$ cat config.mk
export PLATFORM = sky130hd
export DESIGN_NAME = dcps_regs
export DESIGN_NICKNAME = d
export VERILOG_FILES = /design/src/dcps_pkg.sv /design/src/dcps_debounce.sv /design/src/dcps_regs.sv
export VERILOG_INCLUDE_DIRS = /design/src
export SDC_FILE = /design/constraint.sdc
export NUM_CORES = 1
export LEC_CHECK = 0
export BUFFER_PORTS_ARGS = -buffer_cell sky130_fd_sc_hd__buf_2
export CAP_MARGIN = 10
export CORE_ASPECT_RATIO = 0.5
export CORE_UTILIZATION = 47
export DETAILED_ROUTE_END_ITERATION = 7
export PLACE_DENSITY = 0.71
export SLEW_MARGIN = 10
export SYNTH_ARGS = -nofsm -noshare
export SYNTH_HDL_FRONTEND = slang
export SYNTH_SLANG_ARGS = --single-unit
export TNS_END_PERCENT = 20
$ cat constraint.sdc
create_clock -name i_clk -period 2.7 [get_ports i_clk]
set_clock_uncertainty 0.1 [all_clocks]
set_input_delay 0 -clock i_clk [delete_from_list [all_inputs] [get_ports i_clk]]
set_output_delay 0 -clock i_clk [all_outputs]
set_load 0.01 [all_outputs]
$ cat src/dcps_map.svh
`ifndef DCPS_MAP_SVH
`define DCPS_MAP_SVH

// -----------------------------------------------------------------
// Register offsets
// -----------------------------------------------------------------
`define DCPS_OFS_CH1_CONTROL 8'hd0
`define DCPS_OFS_CH1_ALERT_EN 8'hd1
`define DCPS_OFS_CH1_STATUS 8'hd2
`define DCPS_OFS_CH2_CONTROL 8'hd4
`define DCPS_OFS_CH2_ALERT_EN 8'hd5
`define DCPS_OFS_CH2_STATUS 8'hd6
// Low two offset bits select the register inside a channel
`define DCPS_SUB_CONTROL 2'h0
`define DCPS_SUB_ALERT_EN 2'h1
`define DCPS_SUB_STATUS 2'h2

// -----------------------------------------------------------------
// Control register fields
// -----------------------------------------------------------------
`define DCPS_CTL_GPIO_MODE_HI 7
`define DCPS_CTL_GPIO_MODE_LO 6
`define DCPS_CTL_GPIO_OUT 5
`define DCPS_CTL_MASS_WR_EN 4
`define DCPS_CTL_FET_ON 3
`define DCPS_CTL_OC_RETRY 2
`define DCPS_CTL_UV_RETRY 1
`define DCPS_CTL_OV_RETRY 0

// -----------------------------------------------------------------
// Alert enable and status fields (same layout, bits 5..0)
// -----------------------------------------------------------------
`define DCPS_ALR_FET_SHORT 5
`define DCPS_ALR_EN_CHANGE 4
`define DCPS_ALR_POWER_BAD 3
`define DCPS_ALR_OVERCURRENT 2
`define DCPS_ALR_UNDERVOLT 1
`define DCPS_ALR_OVERVOLT 0
`define DCPS_ALR_USED_MASK 8'h3f
`define DCPS_STS_FET_ON 7
`define DCPS_STS_GPIO_LEVEL 6
`define DCPS_STS_FET_SHORT 5
`define DCPS_STS_ENABLED 4
`define DCPS_STS_POWER_BAD 3
`define DCPS_STS_OVERCURRENT 2
`define DCPS_STS_UNDERVOLT 1
`define DCPS_STS_OVERVOLT 0

// -----------------------------------------------------------------
// Reset values
// -----------------------------------------------------------------
`define DCPS_RST_CH1_CONTROL 8'h27
`define DCPS_RST_CH2_CONTROL 8'h37
`define DCPS_RST_ALERT_EN 8'h00

// -----------------------------------------------------------------
// Timing
// -----------------------------------------------------------------
`define DCPS_ON_DEBOUNCE_CYC 16

`endif

$ cat src/dcps_pkg.sv
`default_nettype none

package dcps_pkg;

	// GPIO pin function selected by control bits 7:6
	typedef enum logic [1:0] {
		DCPS_GPIO_PGOOD = 2'b00,
		DCPS_GPIO_PBAD = 2'b01,
		DCPS_GPIO_OUTPUT = 2'b10,
		DCPS_GPIO_INPUT = 2'b11
	} dcps_gpio_mode_type;

	// Live sense levels of one channel, as they arrive at the pins
	typedef struct packed {
		logic fet_short;
		logic enable_n;
		logic power_feedback_input;
		logic overcurrent;
		logic undervoltage_sense_input;
		logic overvoltage_sense_input;
	} dcps_sense_type;

	// One register access, already decoded from the serial interface
	typedef struct packed {
		logic wr;
		logic rd;
		logic mass;
		logic [7:0] addr;
		logic [7:0] wdata;
	} dcps_reg_req_type;

	// Per-channel settings handed to the analog side
	typedef struct packed {
		logic fet_on;
		logic oc_retry;
		logic uv_retry;
		logic ov_retry;
	} dcps_chan_ctl_type;

endpackage : dcps_pkg

`default_nettype wire

$ cat src/dcps_debounce.sv
`default_nettype none

`include "dcps_map.svh"

module dcps_debounce #(
	parameter int CYCLES = `DCPS_ON_DEBOUNCE_CYC
) (
	// Clock and reset
	input wire logic i_clk,
	input wire logic i_rstn,
	// Raw level and its settled view
	input wire logic i_level,
	output logic o_done,
	output logic o_level
);
	import dcps_pkg::*;

	localparam int CW = $clog2(CYCLES + 1);

	// A zero delay leaves the counter nothing to wait on
	if (CYCLES < 1) begin : g_bad_cycles
		$error("dcps_debounce: CYCLES must be at least 1");
	end

	logic [CW-1:0] cnt_q;
	logic last_q;
	logic armed_q;

	// -------------------------------------------------------------
	// Stability counter
	// -------------------------------------------------------------
	// Any edge restarts the delay, so a bouncing pin never captures
	always_ff @(posedge i_clk) begin
		if (!i_rstn) begin
			cnt_q <= '0;
			last_q <= 1'b0;
			armed_q <= 1'b0;
		end else if (i_level != last_q) begin
			last_q <= i_level;
			cnt_q <= '0;
			armed_q <= 1'b1;
		end else if (armed_q && cnt_q == CW'(CYCLES - 1)) begin
			armed_q <= 1'b0;
		end else if (armed_q) begin
			cnt_q <= cnt_q + CW'(1);
		end
	end

	// One-cycle pulse when the delay ends
	assign o_done = armed_q && (i_level == last_q) && cnt_q == CW'(CYCLES - 1);
	assign o_level = last_q;

endmodule : dcps_debounce

`default_nettype wire

$ cat src/dcps_regs.sv
// Functional notes
// - In output mode, control bit 5 high releases pin, low pulls low.
// - Channel two bit 4 enables mass-write response, default on; reserved ch1.
// - Control bit 3 drives the FET; it takes the debounced on-pin level.
// - Bit 2 set retries after overcurrent, clear latches off.
// - Bit 1 set retries after undervoltage, clear latches off.
// - Bit 0 set retries after overvoltage, clear latches off.
// - Alert bit 5 enables FET short alert; enables reset to zero.
// - Alert bit 4 enables alert on enable pin change.
// - Alert bit 3 enables alert on power bad.
// - Alert bit 2 enables alert on overcurrent.
// - Alert bit 1 enables alert on input undervoltage.
// - Alert bit 0 enables alert on input overvoltage.
// - Status bit 7 shows FET switched on.
// - Status bit 6 shows present GPIO pin level.
// - Status bit 5 shows present FET short.
// - Status bit 4 is one while enable pin is low.
// - Status bit 3 is one while feedback input is low.
// - Status bit 2 is one while overcurrent exists.
// - Status bit 1 is one while undervoltage input is low.
// - Status bit 0 is one while overvoltage input is high.
// - Alert pulls low only when a fault log bit sets with enable set.
// - Continuing faults raise no new alert until the log bit clears.
`default_nettype none

`include "dcps_map.svh"

module dcps_regs #(
	parameter int NCH = 2,
	parameter int ON_DEBOUNCE = `DCPS_ON_DEBOUNCE_CYC
) (
	// Clock and reset
	input wire logic i_clk,
	input wire logic i_rstn,
	// Register access from the serial interface
	input wire dcps_pkg::dcps_reg_req_type i_req,
	output logic [7:0] o_rdata,
	output logic o_rvalid,
	output logic o_mass_write_en,
	// Channel pins and analog side
	input wire dcps_pkg::dcps_sense_type [NCH-1:0] i_sense,
	input wire logic [NCH-1:0] i_on_pin,
	input wire logic [NCH-1:0] i_fault_event,
	output dcps_pkg::dcps_chan_ctl_type [NCH-1:0] o_chan_ctl,
	// General pins (open drain)
	input wire logic [NCH-1:0] i_general_pin,
	output logic [NCH-1:0] o_general_pin,
	output logic [NCH-1:0] o_general_pin_oe,
	// Fault log bits and alert line
	input wire logic [NCH-1:0][5:0] i_fault_log,
	input wire logic i_alert_release,
	output logic o_alert,
	output logic o_alert_oe
);
	import dcps_pkg::*;

	// -------------------------------------------------------------
	// Elaboration checks
	// -------------------------------------------------------------
	// The offset decode only knows two channels
	if (NCH != 2) begin : g_bad_nch
		$error("dcps_regs: register map serves exactly two channels");
	end
	// A zero delay would capture every glitch of the on pin
	if (ON_DEBOUNCE < 1) begin : g_bad_debounce
		$error("dcps_regs: ON_DEBOUNCE must be at least 1");
	end

	// -------------------------------------------------------------
	// Decoding helpers
	// -------------------------------------------------------------
	// Channel select from an offset; -1 when outside the bank
	function automatic int chan_of(input logic [7:0] addr);
		if (addr[7:3] == 5'(`DCPS_OFS_CH1_CONTROL >> 3)
			&& addr[1:0] != 2'h3) begin
			return int'(addr[2]);
		end
		return -1;
	endfunction : chan_of

	// True when a request hits one register of one channel
	function automatic logic hits(input dcps_reg_req_type req,
		input int ch, input logic [1:0] sub);
		return chan_of(req.addr) == ch && req.addr[1:0] == sub;
	endfunction : hits

	// Write mask per channel: reserved bits never store
	function automatic logic [7:0] ctl_mask(input int ch);
		return (ch == 1) ? 8'hff : 8'hef;
	endfunction : ctl_mask

	// -------------------------------------------------------------
	// Register state
	// -------------------------------------------------------------
	logic [NCH-1:0][7:0] ctl_q;
	logic [NCH-1:0][7:0] alr_q;
	logic [NCH-1:0][7:0] sts;
	logic [NCH-1:0][5:0] log_q;
	logic [NCH-1:0] alert_req;
	logic [NCH-1:0] on_done;
	logic [NCH-1:0] on_level;
	logic alert_q;
	logic [7:0] rdata_q;
	logic rvalid_q;

	// Mass-write writes are only taken when channel two allows them
	logic wr_ok;
	assign wr_ok = i_req.wr
		&& (!i_req.mass || ctl_q[1][`DCPS_CTL_MASS_WR_EN]);

	genvar g;
	generate
		for (g = 0; g < NCH; g++) begin : g_ch
			dcps_gpio_mode_type mode;
			logic fet_clr;
			logic pin_low;

			// -----------------------------------------------------
			// On-pin debounce
			// -----------------------------------------------------
			dcps_debounce #(
				.CYCLES(ON_DEBOUNCE)
			) u_on_db (
				.i_clk(i_clk),
				.i_rstn(i_rstn),
				.i_level(i_on_pin[g]),
				.o_done(on_done[g]),
				.o_level(on_level[g])
			);

			// -----------------------------------------------------
			// Latch-off decision
			// -----------------------------------------------------
			// A fault with its retry bit clear drops the FET bit and
			// keeps it dropped until software or a debounced on-pin capture sets it again
			always_comb begin
				fet_clr = 1'b0;
				if (i_fault_event[g]) begin
					if (i_sense[g].overcurrent
						&& !ctl_q[g][`DCPS_CTL_OC_RETRY]) begin
						fet_clr = 1'b1;
					end
					if (!i_sense[g].undervoltage_sense_input
						&& !ctl_q[g][`DCPS_CTL_UV_RETRY]) begin
						fet_clr = 1'b1;
					end
					if (i_sense[g].overvoltage_sense_input
						&& !ctl_q[g][`DCPS_CTL_OV_RETRY]) begin
						fet_clr = 1'b1;
					end
				end
			end

			// -----------------------------------------------------
			// Control register
			// -----------------------------------------------------
			// Hardware latch-off wins over a write in the same cycle;
			// a debounced on-pin capture wins over software
			always_ff @(posedge i_clk) begin
				if (!i_rstn) begin
					ctl_q[g] <= (g == 1) ? `DCPS_RST_CH2_CONTROL
						: `DCPS_RST_CH1_CONTROL;
				end else begin
					if (wr_ok && hits(i_req, g, `DCPS_SUB_CONTROL)) begin
						ctl_q[g] <= i_req.wdata & ctl_mask(g);
					end
					if (on_done[g]) begin
						ctl_q[g][`DCPS_CTL_FET_ON] <= on_level[g];
					end
					if (fet_clr) begin
						ctl_q[g][`DCPS_CTL_FET_ON] <= 1'b0;
					end
				end
			end

			// -----------------------------------------------------
			// Alert enable register
			// -----------------------------------------------------
			// Bits 7:6 are unused and never store
			always_ff @(posedge i_clk) begin
				if (!i_rstn) begin
					alr_q[g] <= `DCPS_RST_ALERT_EN;
				end else if (wr_ok && hits(i_req, g, `DCPS_SUB_ALERT_EN)) begin
					alr_q[g] <= i_req.wdata & `DCPS_ALR_USED_MASK;
				end
			end

			// -----------------------------------------------------
			// Settings to the analog side
			// -----------------------------------------------------
			assign o_chan_ctl[g].fet_on = ctl_q[g][`DCPS_CTL_FET_ON];
			assign o_chan_ctl[g].oc_retry = ctl_q[g][`DCPS_CTL_OC_RETRY];
			assign o_chan_ctl[g].uv_retry = ctl_q[g][`DCPS_CTL_UV_RETRY];
			assign o_chan_ctl[g].ov_retry = ctl_q[g][`DCPS_CTL_OV_RETRY];

			// -----------------------------------------------------
			// General pin driver
			// -----------------------------------------------------
			// Open drain: the pin can only be pulled low or released
			assign mode = dcps_gpio_mode_type'(
				ctl_q[g][`DCPS_CTL_GPIO_MODE_HI:`DCPS_CTL_GPIO_MODE_LO]);
			always_comb begin
				unique case (mode)
					DCPS_GPIO_PGOOD: begin
						pin_low = !i_sense[g].power_feedback_input;
					end
					DCPS_GPIO_PBAD: begin
						pin_low = i_sense[g].power_feedback_input;
					end
					DCPS_GPIO_OUTPUT: begin
						pin_low = !ctl_q[g][`DCPS_CTL_GPIO_OUT];
					end
					DCPS_GPIO_INPUT: begin
						pin_low = 1'b0;
					end
				endcase
			end
			assign o_general_pin[g] = 1'b0;
			assign o_general_pin_oe[g] = pin_low;

			// -----------------------------------------------------
			// Live status
			// -----------------------------------------------------
			always_comb begin
				sts[g] = '0;
				sts[g][`DCPS_STS_FET_ON] = ctl_q[g][`DCPS_CTL_FET_ON];
				sts[g][`DCPS_STS_GPIO_LEVEL] = i_general_pin[g];
				sts[g][`DCPS_STS_FET_SHORT] = i_sense[g].fet_short;
				sts[g][`DCPS_STS_ENABLED] = !i_sense[g].enable_n;
				sts[g][`DCPS_STS_POWER_BAD] =
					!i_sense[g].power_feedback_input;
				sts[g][`DCPS_STS_OVERCURRENT] = i_sense[g].overcurrent;
				sts[g][`DCPS_STS_UNDERVOLT] =
					!i_sense[g].undervoltage_sense_input;
				sts[g][`DCPS_STS_OVERVOLT] =
					i_sense[g].overvoltage_sense_input;
			end

			// -----------------------------------------------------
			// Fault log edge tracking
			// -----------------------------------------------------
			// Only a 0 to 1 step of a log bit counts, so a bit that
			// stays set raises nothing until it is cleared first
			always_ff @(posedge i_clk) begin
				if (!i_rstn) begin
					log_q[g] <= '0;
				end else begin
					log_q[g] <= i_fault_log[g];
				end
			end
			assign alert_req[g] =
				|(i_fault_log[g] & ~log_q[g] & alr_q[g][5:0]);
		end
	endgenerate

	// -------------------------------------------------------------
	// Alert line
	// -------------------------------------------------------------
	// A new request in the release cycle wins, so it is not lost
	always_ff @(posedge i_clk) begin
		if (!i_rstn) begin
			alert_q <= 1'b0;
		end else if (|alert_req) begin
			alert_q <= 1'b1;
		end else if (i_alert_release) begin
			alert_q <= 1'b0;
		end
	end
	assign o_alert = 1'b0;
	assign o_alert_oe = alert_q;

	// -------------------------------------------------------------
	// Read path
	// -------------------------------------------------------------
	// Unmapped offsets read as zero; data is held until next read
	always_ff @(posedge i_clk) begin
		if (!i_rstn) begin
			rdata_q <= 8'h00;
			rvalid_q <= 1'b0;
		end else begin
			rvalid_q <= i_req.rd;
			if (i_req.rd) begin
				rdata_q <= 8'h00;
				for (int c = 0; c < NCH; c++) begin
					if (hits(i_req, c, `DCPS_SUB_CONTROL)) begin
						rdata_q <= ctl_q[c];
					end
					if (hits(i_req, c, `DCPS_SUB_ALERT_EN)) begin
						rdata_q <= alr_q[c];
					end
					if (hits(i_req, c, `DCPS_SUB_STATUS)) begin
						rdata_q <= sts[c];
					end
				end
			end
		end
	end
	assign o_rdata = rdata_q;
	assign o_rvalid = rvalid_q;
	assign o_mass_write_en = ctl_q[1][`DCPS_CTL_MASS_WR_EN];

endmodule : dcps_regs

`default_nettype wire

# ---- Word-level counts from Yosys, hierarchy flattened
# Index checks and enable logic that the tools add are counted.
dict set report word_totals {
  memories 0
  wordCells 143
  mem_bits_ro 0
  latchBits 0
  register_bits 63
  ram_bits 0
  input_bits 52
  output_inout_bits 24
}
dict set report classes {
  n_div 0
  n_reduce_logical 61
  n_mul 0
  bitwise_logic 9
  muxes 36
  magnitude_cmp 0
  shift 0
  eq_ne 18
  n_addsub 2
}
# cell count
set op_table {}
lappend op_table {{$mux 32} 5}
lappend op_table {{$eq 32x2->1 const B} 2}
lappend op_table {{$logic_not 32->1} 2}
lappend op_table {{$mux 8} 6}
lappend op_table {{$logic_and 1x1->1} 28}
lappend op_table {{$and 6x6->6} 4}
lappend op_table {{$mux 1} 21}
lappend op_table {{$logic_not 1->1} 15}
lappend op_table {{$not 6->6} 2}
lappend op_table {{$reduce_or 12->1} 1}
lappend op_table {{$add 5x1->5 const B} 2}
lappend op_table {{$eq 2x2->1 const B} 5}
lappend op_table {{$eq 5x4->1 const B} 2}
lappend op_table {{$reduce_bool 2->1} 5}
lappend op_table {{$mux 4} 2}
lappend op_table {{$pmux 1 s4} 2}
lappend op_table {{$reduce_or 2->1} 4}
lappend op_table {{$eq 2x1->1 const B} 3}
lappend op_table {{$logic_not 2->1} 3}
lappend op_table {{$eq 5x5->1 const B} 1}
lappend op_table {{$reduce_and 2->1} 2}
lappend op_table {{$not 1->1} 3}
lappend op_table {{$eq 1x1->1} 2}
lappend op_table {{$ne 1x1->1} 2}
lappend op_table {{other kinds (2)} 2}

# ---- Longest topological paths before layout
# Gate-level depths: netlist of the first run.
dict set report logic_depth {
  ltp_word 16
  depth_mapped 8
  mapped_depth_nobuf 7
}

# ---- Cells and area by module
# Synthesis of the first run repeated with hierarchy kept, for this count alone.
dict set report hier_totals {
  hier_cells 348
  hier_area_um2 3050.4
}
# module seq_area_each_um2 area_each_um2 instances cells_per_inst
set by_module_without_submodules {}
lappend by_module_without_submodules {dcps_regs 980.9 2432.3 1 284}
lappend by_module_without_submodules {dcps_debounce 140.1 309.0 2 32}

# ---- Worst setup path before layout of the first run
# No wires, ideal clock.
dict set report synth_path {
  path_type {flip-flop to flip-flop}
  from {reg g_ch[0].u_on_db.cnt_q[0]}
  to {reg g_ch[0].u_on_db.cnt_q[3]}
  synth_period_minus_slack_ns 1.780
  arrival_time_ns 1.563
  stages_incl_launch_ff 9
  setup_ns 0.117
  slack_ns 0.920
  required_ns 2.483
  path_buffers 1
  path_cell_list {dfxtp_1 ha_1 and3_1 ha_1 nor2b_1 clkbuf_1 nand4_1 xor2_1 nor2_1}
}
dict set report synth_via {
  elab_chain_cells 4
  word_cells_on_any_way 5
  classes_between {1 x add/sub; 1 x eq/ne; 1 x bitwise; 2 x reduce/logical}
}
# item line
set synth_lines {}
lappend synth_lines {{start: declaration} dcps_debounce.sv:25} ;# logic [CW-1:0] cnt_q;
lappend synth_lines {{start signal: assignment} dcps_debounce.sv:45} ;# cnt_q <= cnt_q + CW'(1);
lappend synth_lines {{parallel branches: the longest is 4 deep, another holds $add 5x1->5} n/a}
# Several ways; the timed one is not identified.
# A chain may end at the register's enable or synchronous reset.

# ---- Worst setup path in the final report of the first run
# Ends and elaborated chain as after synthesis.

==> metrics.txt, run 1 <==
Slew Limit Headroom=0.537; clk slew on worst S/H paths=0.05 ns; count of state elements after synthesis=63; WP buf/inv=0; CP peak stage delay=0.44 ns; hold-critical path endpoint=o_alert_oe$_SDFFE_PN0P_; worst-path cell chain=ha_1 -> and3_1 -> ha_1 -> nor2b_1 -> nand4_1 -> xor2_1 -> nor2_1; family with the most delay on the worst path=simple AND/OR/NAND/NOR gates; cts bufs inserted=9; distinct cell type count after synthesis=57; switching share of power=0.224; vias in the first global route=around 2700; Crit path required time=2.82 ns; maximum VDD drop=0.267 mV; Design Area, Final=0.00417 mm^2; Final GP Congestion=0.899; Synth warnings=0; status=completed; Die Span Y=61.0 um; # resized after CTS=0; largest net degree at the start of global routing=32; drt total wl=a little under 9 mm; Starting Density=0.488; Util after Layout=0.623; hold path start=i_alert_release; Mapped Cells=378; cell area after placement=about 0.0036 mm^2; crit path from=g_ch[0].u_on_db.cnt_q[0]$_SDFFE_PP0P_; RR Endpoint=g_ch[0].u_on_db.cnt_q[3]$_SDFFE_PP0P_; routed via count=between 3000 and 4000; Die Area=0.00731 mm^2; initial antenna violation count=0; first-pass GRT wire length=about 14 mm; Slew Limit Fails=0; Cell Area, Synth=between 0.003 and 0.004 mm^2; Hold Crit Class=primary input to register; Worst setup SP type=register; Post-synth EDFFs=0; Root Driver=clkbuf_16; hold path depth=3; final period utilization=0.741; DP Cell Count=511; 1st-iter DRT viols=265; Setup Viol. Count Final=0; actual slew at the worst max-slew pin=0.694 ns; sequential power share=0.409; Synth Flop Type=dfxtp_1; HPWL after DPL=6.19 mm; antenna-violating nets left=0; IO Port Bufs=72; Ant. Diodes=0; type of the worst setup path=register to register; Post-Layout Cell Count=~560; fraction of final layout cells sized beyond drive strength 1=0.217; clock share of power=0.491; Net Sw Power=0.000525 W; GRT Overall Usage=0.262; Die X=120 um; r2r setup slk=0.70 ns; Via density=5.54; worst-skew pair later-pin latency=0.33 ns; asr flop ratio synth=0; clk buf depth=2; drt first pass iters=5; area grow syn2layout=27.6%; Setup crit end kind=register; post-synthesis sequential area ratio=0.386; slowest CP cell=nor2b_1; detailed-route DRC error count=0; Pleak=1.62 nW; Comb power frac=0.099; Layout Nets=517; Setup TNS=0 ns; Pint=0.00182 W; RSZ-0062 raised after global routing=no; # H-tree levels=3; Max-cap violations=0; fmax=around 500 MHz; Setup Buffers After CTS=0; average wire per standard cell=between 15 and 20 um; crit path time final=2.00 ns; Core Area=0.00670 mm^2; cell mode on critical path=ha_1; clk sinks=63; Final Hold Fails=0; I/O pins=76; crit path DAT=2.12 ns; # rows=21; CTS tree=yes; reg2reg start=g_ch[0].u_on_db.cnt_q[0]$_SDFFE_PP0P_; FF-to-FF path depth=7; gr ovfl total=0; CP Max Fanout=7; pwr dens=563 mW/mm^2; Mean Syn Cell Area=8.65 um^2
power groups by stage:
| stage | Clock (W) | Combinational, W | Sequential (W) |
|---|---|---|---|
| detailed placement | 0 | 0.000194 | 0.000980 |
| global route | 0.00122 | 0.000256 | 0.000963 |
| global placement | 0 | 0.000193 | 0.000979 |
| floorplan | 0 | 0.000123 | 0.000979 |
| finish | 0.00115 | 0.000234 | 0.000961 |
| CTS | 0.00117 | 0.000229 | 0.000961 |
through the flow:
stage	setup slack (ns)	hold WS, ns	total power [W]
floorplan	0.920	0.0217	0.00110
global placement	0.787	0.119	0.00117
detailed placement	0.741	0.121	0.00117
CTS	0.705	0.00126	0.00236
global route	0.553	0.0362	0.00244
finish	0.699	0.00708	0.00235
worst max path at each step:
stage,end,slack [ns],cells past startpoint
2_1_floorplan,g_ch[0].u_on_db.cnt_q[3]$_SDFFE_PP0P_,0.92,8
3_3_place_gp,g_ch[0].u_on_db.cnt_q[3]$_SDFFE_PP0P_,0.79,7
3_5_place_dp,g_ch[0].u_on_db.cnt_q[3]$_SDFFE_PP0P_,0.74,7
4_1_cts,g_ch[0].u_on_db.cnt_q[3]$_SDFFE_PP0P_,0.70,7
5_1_grt,g_ch[0].u_on_db.cnt_q[3]$_SDFFE_PP0P_,0.55,7
6_report,g_ch[0].u_on_db.cnt_q[3]$_SDFFE_PP0P_,0.70,7
placed cells by master, fill, tap and decap left out, types with 9 or more instances in the layout:
master / instances
o21ai_1: 12
buf_2: 72
a21boi_1: 9
dlygate4sd3_1: 31
nand2b_1: 9
and2_1: 16
clkbuf_16: 9
o21ai_0: 24
nand2_1: 17
dfxtp_1: 63
nand3_1: 38
nand3b_1: 10
inv_1: 9
a21boi_0: 13
nor2_1: 19
nor2b_1: 12
final cells by class:
cell class                 instances  area [um^2]
multi-input combinational        273         1780
fill                             584         2530
clock inverter                     3         42.5
sequential                        63         1260
inverter                           9         33.8
clock buffer                      12          256
timing repair buffer             105          686
tap                               92          115
worst register-to-register path, stage by stage, from the launching register on:
cell and delay (ns):
dfxtp_1 0.33, ha_1 0.21, and3_1 0.18, ha_1 0.23, nor2b_1 0.44, nand4_1 0.17
xor2_1 0.17, nor2_1 0.06
metal layers:
| metal | GRT usage | vias to the layer above | wire length [um] |
|---|---|---|---|
| met1 | 0.362 | 1442 | 4270 |
| met5 | 0 | - | 0 |
| met2 | 0.398 | 113 | 3780 |
| li1 | - | 1518 | - |
| met3 | 0.0752 | 11 | 728 |
| met4 | 0.0875 | 0 | 121 |
cells by family (layout without fill, tap and decap cells):
logic type | count (synthesis) | after routing | share of synthesized area
AND/OR/NAND/NOR | 148 | 148 | 0.262
AO/OA/AOI/OAI | 99 | 99 | 0.204
flip-flops | 63 | 63 | 0.386
buffers and inverters | 44 | 129 | 0.0727
XOR/XNOR | 10 | 10 | 0.0268
multiplexers | 9 | 9 | 0.0321
adder cells (fa/ha/maj) | 4 | 4 | 0.0153
other | 1 | 3 | 0.00115
registers in the layout, indices dropped and copies added (netlist names):
name and cells:
g_ch.u_on_db.armed_q 2, log_q 12, alr_q 12, o_alert_oe 1, g_ch.u_on_db.o_level 2, ctl_q 6, g_ch.u_on_db.cnt_q 10, o_rdata 8
o_mass_write_en 1, o_rvalid 1, o_chan_ctl 8
cell usage after synthesis, drive strengths merged (9+ instances only):
cell type  number  area share
a21boi         22       0.051
and2           16       0.031
buf            23       0.048
clkbuf         12       0.014
dfxtp          63        0.39
inv             9       0.010
nand2          17       0.020
nand2b          9       0.017
nand3          38       0.058
nand3b         10       0.023
nor2           19       0.022
nor2b          12       0.023
o21ai          36       0.055
what timing repair did:
action | 4_1_cts | 5_1_grt
endpoints found under the setup margin | 0 | 0
endpoints found under the hold margin | 53 | 0
hold buffers | 31 | 0
Note: power is estimated with default switching activity, not from simulation.
==> run 2, diff against run 1 <==
clock period = 2.05 ns   (was 2.7 ns; I/O delays follow)
==> run 2 against run 1 <==
Against the previous run: worst hold slack improved by 0.0018 ns; clock power rose by 41%; combinational power rose by 37%; total power rose by 36%; largest power group unchanged.
==> metrics.txt, run 2 (synthesis gave the netlist of run 1 again) <==
IO Port Bufs=72 (unchanged); met1 usage=0.370 (+0.00742); grt met2 use=0.392 (-0.00657); area of the multi-input gates=0.00178 mm^2 (unchanged); Global Route met3 Usage=0.0799 (+0.00470); routed via count=3121 (+1.2%); most frequent cells in the layout=buf_2 (72), dfxtp_1 (63), nand3_1 (38), dlygate4sd3_1 (31), o21ai_0 (24); area grow syn2layout=29.7%; Pleak=1.67 nW (+2.7%); type of the worst setup path=register to register; Starting Density=0.488 (unchanged); # H-tree levels=3 (unchanged); Die X=120 um (unchanged); Layout Nets=524 (+1.4%); filler cell count=575 (-1.5%); Worst setup SP type=register; average wire per standard cell=16.0 um (+0.16%); clk sinks=63 (unchanged); Via density=5.53 (about the same); Root Driver=clkbuf_16; Slew Limit Headroom=0.618 (+0.0805); worst-skew pair later-pin latency=0.33 ns (about the same); Ant. Diodes=0 (unchanged); cts bufs inserted=9 (unchanged); FF-to-FF path depth=8 (+1); GRT Overall Usage=0.263 (+0.000865); worst setup path endpoint=g_ch[0].u_on_db.cnt_q[3]$_SDFFE_PP0P_; Final GP Congestion=0.879 (-2.1%); maximum VDD drop=0.487 mV (+83%); CTS tree=yes; Final Hold Fails=0 (unchanged); worst slack at placement=0.319 ns (-0.423 ns); most common cell after layout, fill and taps aside=buf_2; 1st-iter DRT viols=256 (-3.4%); antenna-violating nets left=0 (unchanged); RSZ-0062 raised after global routing=no; status=completed; clk buf depth=2 (unchanged); Setup Viol. Count Final=0 (unchanged); DP Cell Count=518 (+1.4%); Die Span Y=61.0 um (unchanged); Seq. cell area=0.00126 mm^2 (unchanged); Die Area=0.00731 mm^2 (unchanged); Max-cap violations=0 (unchanged); setup slack after layout=0.292 ns (-0.407 ns); r2r setup slk=0.29 ns (-0.41 ns); RR Endpoint=g_ch[0].u_on_db.cnt_q[3]$_SDFFE_PP0P_; crit path time final=1.76 ns (-0.243 ns); # rows=21 (unchanged); Util after Layout=0.633 (+0.00990); crit path from=g_ch[0].u_on_db.cnt_q[0]$_SDFFE_PP0P_; Core Area=0.00670 mm^2 (unchanged); HPWL after DPL=6.44 mm (+3.9%); Slew Limit Fails=0 (unchanged); largest net degree at the start of global routing=32 (unchanged); crit path DAT=1.88 ns (-0.24 ns); drt first pass iters=5 (unchanged); vias in the first global route=2758 (+1.5%); Crit path required time=2.17 ns (-0.65 ns); final period utilization=0.858 (+0.117); gr busiest metal=met2; gr ovfl total=0 (unchanged); I/O pins=76 (unchanged); detailed-route DRC error count=0 (unchanged); Post-Layout Cell Count=564 (+1.3%); reg2reg start=g_ch[0].u_on_db.cnt_q[0]$_SDFFE_PP0P_; fmax=569 MHz (+14%); fraction of final layout cells sized beyond drive strength 1=0.229 (+0.0116); initial antenna violation count=0 (unchanged); CP Max Fanout=7 (unchanged); drt total wl=9.02 mm (+1.4%); largest registers=alr_q: 12 flops, log_q: 12 flops, g_ch.u_on_db.cnt_q: 10 flops; Setup TNS=0 ns (unchanged); Setup crit end kind=register; pwr dens=756 mW/mm^2 (+34%); actual slew at the worst max-slew pin=0.573 ns (-0.121 ns); clk slew on worst S/H paths=0.05 ns (about the same); first-pass GRT wire length=14.2 mm (+1.3%); Hold Crit Class=primary input to register
run 2: changes by cell type in the layout (fill, tap and decap cells not counted), sizes merged:
cell      before  now
clkbuf        12   11
buf           74   81
clkinv         1    2
clkinvlp       1    0
bufinv         1    2
run 2: area by class of cell:
type                       count  area share
clock inverter                 4      0.0165
inverter                       9     0.00797
clock buffer                  11      0.0573
sequential                    63       0.298
tap                           92      0.0272
multi-input combinational    273       0.419
timing repair buffer         112       0.174
run 2: stage by stage:
stage,power (W),cell area [um^2],hold slack [ns]
3_5_place_dp,0.00156,3620,0.120
6_report,0.00320,4240,0.00888
2_1_floorplan,0.00145,3280,0.0217
3_3_place_gp,0.00156,3620,0.115
5_1_grt,0.00331,4240,0.0494
4_1_cts,0.00322,4240,0.000801
run 2: how the worst min path moves through the flow:
stage	to	cells past startpoint	slack, ns	start
floorplan	g_ch[0].u_on_db.o_level$_SDFFE_PN0P_	1	0.02	i_on_pin[0]
detailed placement	log_q[10]$_SDFF_PN0_	2	0.12	i_fault_log[10]
finish	o_rdata[5]$_SDFFE_PN0P_	4	0.009	i_sense[5]
global route	o_alert_oe$_SDFFE_PN0P_	3	0.05	i_alert_release
global placement	log_q[0]$_SDFF_PN0_	2	0.12	i_fault_log[0]
CTS	o_rdata[5]$_SDFFE_PN0P_	4	0.0008	i_sense[5]
run 2: per-layer routing:
metal / part of all wire / up-vias
met5: 0 / -
met3: 0.090 / 13
met2: 0.42 / 123
met4: 0.014 / 0
met1: 0.47 / 1458
li1: - / 1527
run 2: where the power goes:
part / internal, W / switching, W / total (W)
Sequential: 0.00125 / 0.0000127 / 0.00127
Clock: 0.00109 / 0.000533 / 0.00162
Combinational: 0.000159 / 0.000161 / 0.000320
Total: 0.00250 / 0.000706 / 0.00320
run 2: critical path, cell delays in order (launching register included):
cell and delay, ns:
dfxtp_1 0.33, ha_1 0.21, and3_1 0.18, ha_1 0.23
nor2b_1 0.12, buf_4 0.16, nand4_1 0.11, xor2_1 0.15
nor2_1 0.05
run 2: what timing repair did:
| action | 4_1_cts | 5_1_grt |
|---|---|---|
| endpoints found under the hold margin | 53 | 0 |
| buffers inserted | 0 | 0 |
| gates resized for setup | 0 | 0 |
| hold buffers | 31 | 0 |
==> run 3, diff against run 2 <==
CORE_MARGIN = 2   (was not set)
==> run 3 against run 2 <==
Against the previous run: die area rose by 5.0%; register-to-register slack got worse by 0.03 ns; flip-flop and latch count unchanged; setup slack got worse by 0.027 ns; largest cell class unchanged; critical path depth unchanged; clock power fell by 4%; core utilization fell by 0.26 points; non-clock buffer count fell by 2; critical path type unchanged; sequential power about the same.
==> metrics.txt, run 3 (synthesis gave the netlist of run 1 again) <==
status=completed; antenna-violating nets left=0 (unchanged); CTS tree=yes; Die X=122 um (+1.7%); hold path depth=4 (unchanged); initial antenna violation count=0 (unchanged); r2r setup slk=0.26 ns (-0.03 ns); Root Driver=clkbuf_16; Global Route met3 Usage=0.0995 (+0.0196); crit path DAT=1.90 ns (+0.02 ns); GRT Overall Usage=0.251 (-0.0119); detailed-route DRC error count=0 (unchanged); pwr dens=744 mW/mm^2 (-1.5%); area grow syn2layout=29.1%; type of the worst setup path=register to register; Starting Density=0.488 (unchanged); Max-cap violations=0 (unchanged); most common cell after layout, fill and taps aside=buf_2; Final GP Congestion=0.923 (+4.9%); sequential power share=0.403 (+0.008); gr ovfl total=0 (unchanged); 1st-iter DRT viols=270 (+5.5%); Slew Limit Headroom=0.595 (-0.0228); gr busiest metal=met2; Setup Buffers After CTS=0 (unchanged); cell mode on critical path=ha_1; Layout Nets=522 (-0.38%); drt first pass iters=5 (unchanged); met1 usage=0.342 (-0.0272); first-pass GRT wire length=14.7 mm (+3.1%); crit path time final=1.79 ns (+0.0274 ns); average wire per standard cell=16.0 um (about the same); HPWL after DPL=6.32 mm (-1.9%); Via density=5.54 (about the same); Die Span Y=63.0 um (+3.3%); # resized after CTS=0 (unchanged); hold path start=i_sense[2]; worst-path cell chain=ha_1 -> and3_1 -> ha_1 -> nor2b_1 -> buf_4 -> nand4_1 -> xor2_1 -> nor2_1; crit path from=g_ch[1].u_on_db.cnt_q[0]$_SDFFE_PP0P_; drt total wl=9.00 mm (-0.27%); switching share of power=0.222 (+0.00119); RR Endpoint=g_ch[1].u_on_db.cnt_q[3]$_SDFFE_PP0P_; Pint=0.00244 W (-2.1%); clk buf depth=2 (unchanged); Comb power frac=0.100 (about the same); cts bufs inserted=9 (unchanged); maximum VDD drop=0.458 mV (-5.9%); RSZ-0062 raised after global routing=no; overall power=0.00314 W (-1.9%); reg2reg start=g_ch[1].u_on_db.cnt_q[0]$_SDFFE_PP0P_; CP peak stage delay=0.33 ns (about the same); Ant. Diodes=0 (unchanged); actual slew at the worst max-slew pin=0.606 ns (+0.0329 ns); Core Area=0.00670 mm^2 (unchanged); Hold Crit Class=primary input to register; fraction of final layout cells sized beyond drive strength 1=0.227 (-0.00164); # H-tree levels=3 (unchanged); Setup crit end kind=register; I/O pins=76 (unchanged); clock share of power=0.496 (-0.009); Design Area, Final=0.00422 mm^2 (-0.41%); Post-Layout Cell Count=563 (-0.18%); Net Sw Power=0.000696 W (-1.4%); Worst setup SP type=register; fmax=560 MHz (-1.5%); Slew Limit Fails=0 (unchanged); final period utilization=0.871 (+0.0134); grt met2 use=0.361 (-0.0306); hold_buf cts=31 (unchanged); Die Area=0.00768 mm^2 (+5.0%); largest registers=alr_q: 12 flops, log_q: 12 flops, g_ch.u_on_db.cnt_q: 10 flops; Final Hold Fails=0 (unchanged); routed via count=3118 (-0.096%); Setup TNS=0 ns (unchanged); Pleak=1.66 nW (-0.56%); slowest CP cell=dfxtp_1; largest net degree at the start of global routing=32 (unchanged); FF-to-FF path depth=8 (unchanged); clk slew on worst S/H paths=0.05 ns (about the same); CP Max Fanout=7 (unchanged); IO Port Bufs=72 (unchanged); DP Cell Count=516 (-0.39%); hold-critical path endpoint=o_rdata[2]$_SDFFE_PN0P_; most frequent cells in the layout=buf_2 (72), dfxtp_1 (63), nand3_1 (38), dlygate4sd3_1 (31), o21ai_0 (24); # rows=21 (unchanged); cell area after placement=0.00360 mm^2 (-0.42%); vias in the first global route=2945 (+6.8%); Setup Viol. Count Final=0 (unchanged); Crit path required time=2.17 ns (about the same); clk sinks=63 (unchanged); worst-skew pair later-pin latency=0.33 ns (about the same)
[run 3: per-layer routing]
metal	vias up	share of wire
met2	124	0.42
met3	16	0.095
met4	0	0.013
met1	1458	0.47
li1	1520	-
met5	-	0
[run 3: layout make-up]
type,instances,area [um^2]
repair buffers,110,723
well taps,92,115
inverters,9,33.8
clock buffers,13,270
multi-input cells,273,1780
clock inverters,3,40.0
flip-flops and latches,63,1260
fillers,592,2480
[run 3: worst max path at each step]
stage / end / depth (start not counted)
floorplan: g_ch[0].u_on_db.cnt_q[3]$_SDFFE_PP0P_ / 8
global placement: g_ch[0].u_on_db.cnt_q[3]$_SDFFE_PP0P_ / 8
global route: g_ch[1].u_on_db.cnt_q[3]$_SDFFE_PP0P_ / 8
detailed placement: g_ch[1].u_on_db.cnt_q[3]$_SDFFE_PP0P_ / 8
CTS: g_ch[0].u_on_db.cnt_q[3]$_SDFFE_PP0P_ / 8
finish: g_ch[1].u_on_db.cnt_q[3]$_SDFFE_PP0P_ / 8
[run 3: power by group through the flow]
stage | Combinational (W) | Sequential (W) | Clock [W]
after CTS | 0.000311 | 0.00127 | 0.00158
after global placement | 0.000261 | 0.00129 | 0
after global routing | 0.000346 | 0.00127 | 0.00164
final | 0.000316 | 0.00127 | 0.00156
after floorplan | 0.000163 | 0.00129 | 0
after detailed placement | 0.000264 | 0.00129 | 0
[run 3: per-stage QoR]
| step | util | hold slack, ns | worst slack [ns] |
|---|---|---|---|
| finish | 0.630 | 0.0323 | 0.264 |
| CTS | 0.630 | 0.0108 | 0.269 |
| global route | 0.630 | 0.0674 | 0.118 |
| global placement | 0.537 | 0.116 | 0.348 |
| detailed placement | 0.537 | 0.124 | 0.286 |
| floorplan | - | 0.0217 | 0.270 |
[run 3: worst max-delay path: cells and delay by family (launching register included)]
family	cells	cell delay, ns
flops	1	0.33
xor+xnor	1	0.15
buf+inv	1	0.17
simple gates	4	0.48
fa+ha+maj	2	0.44
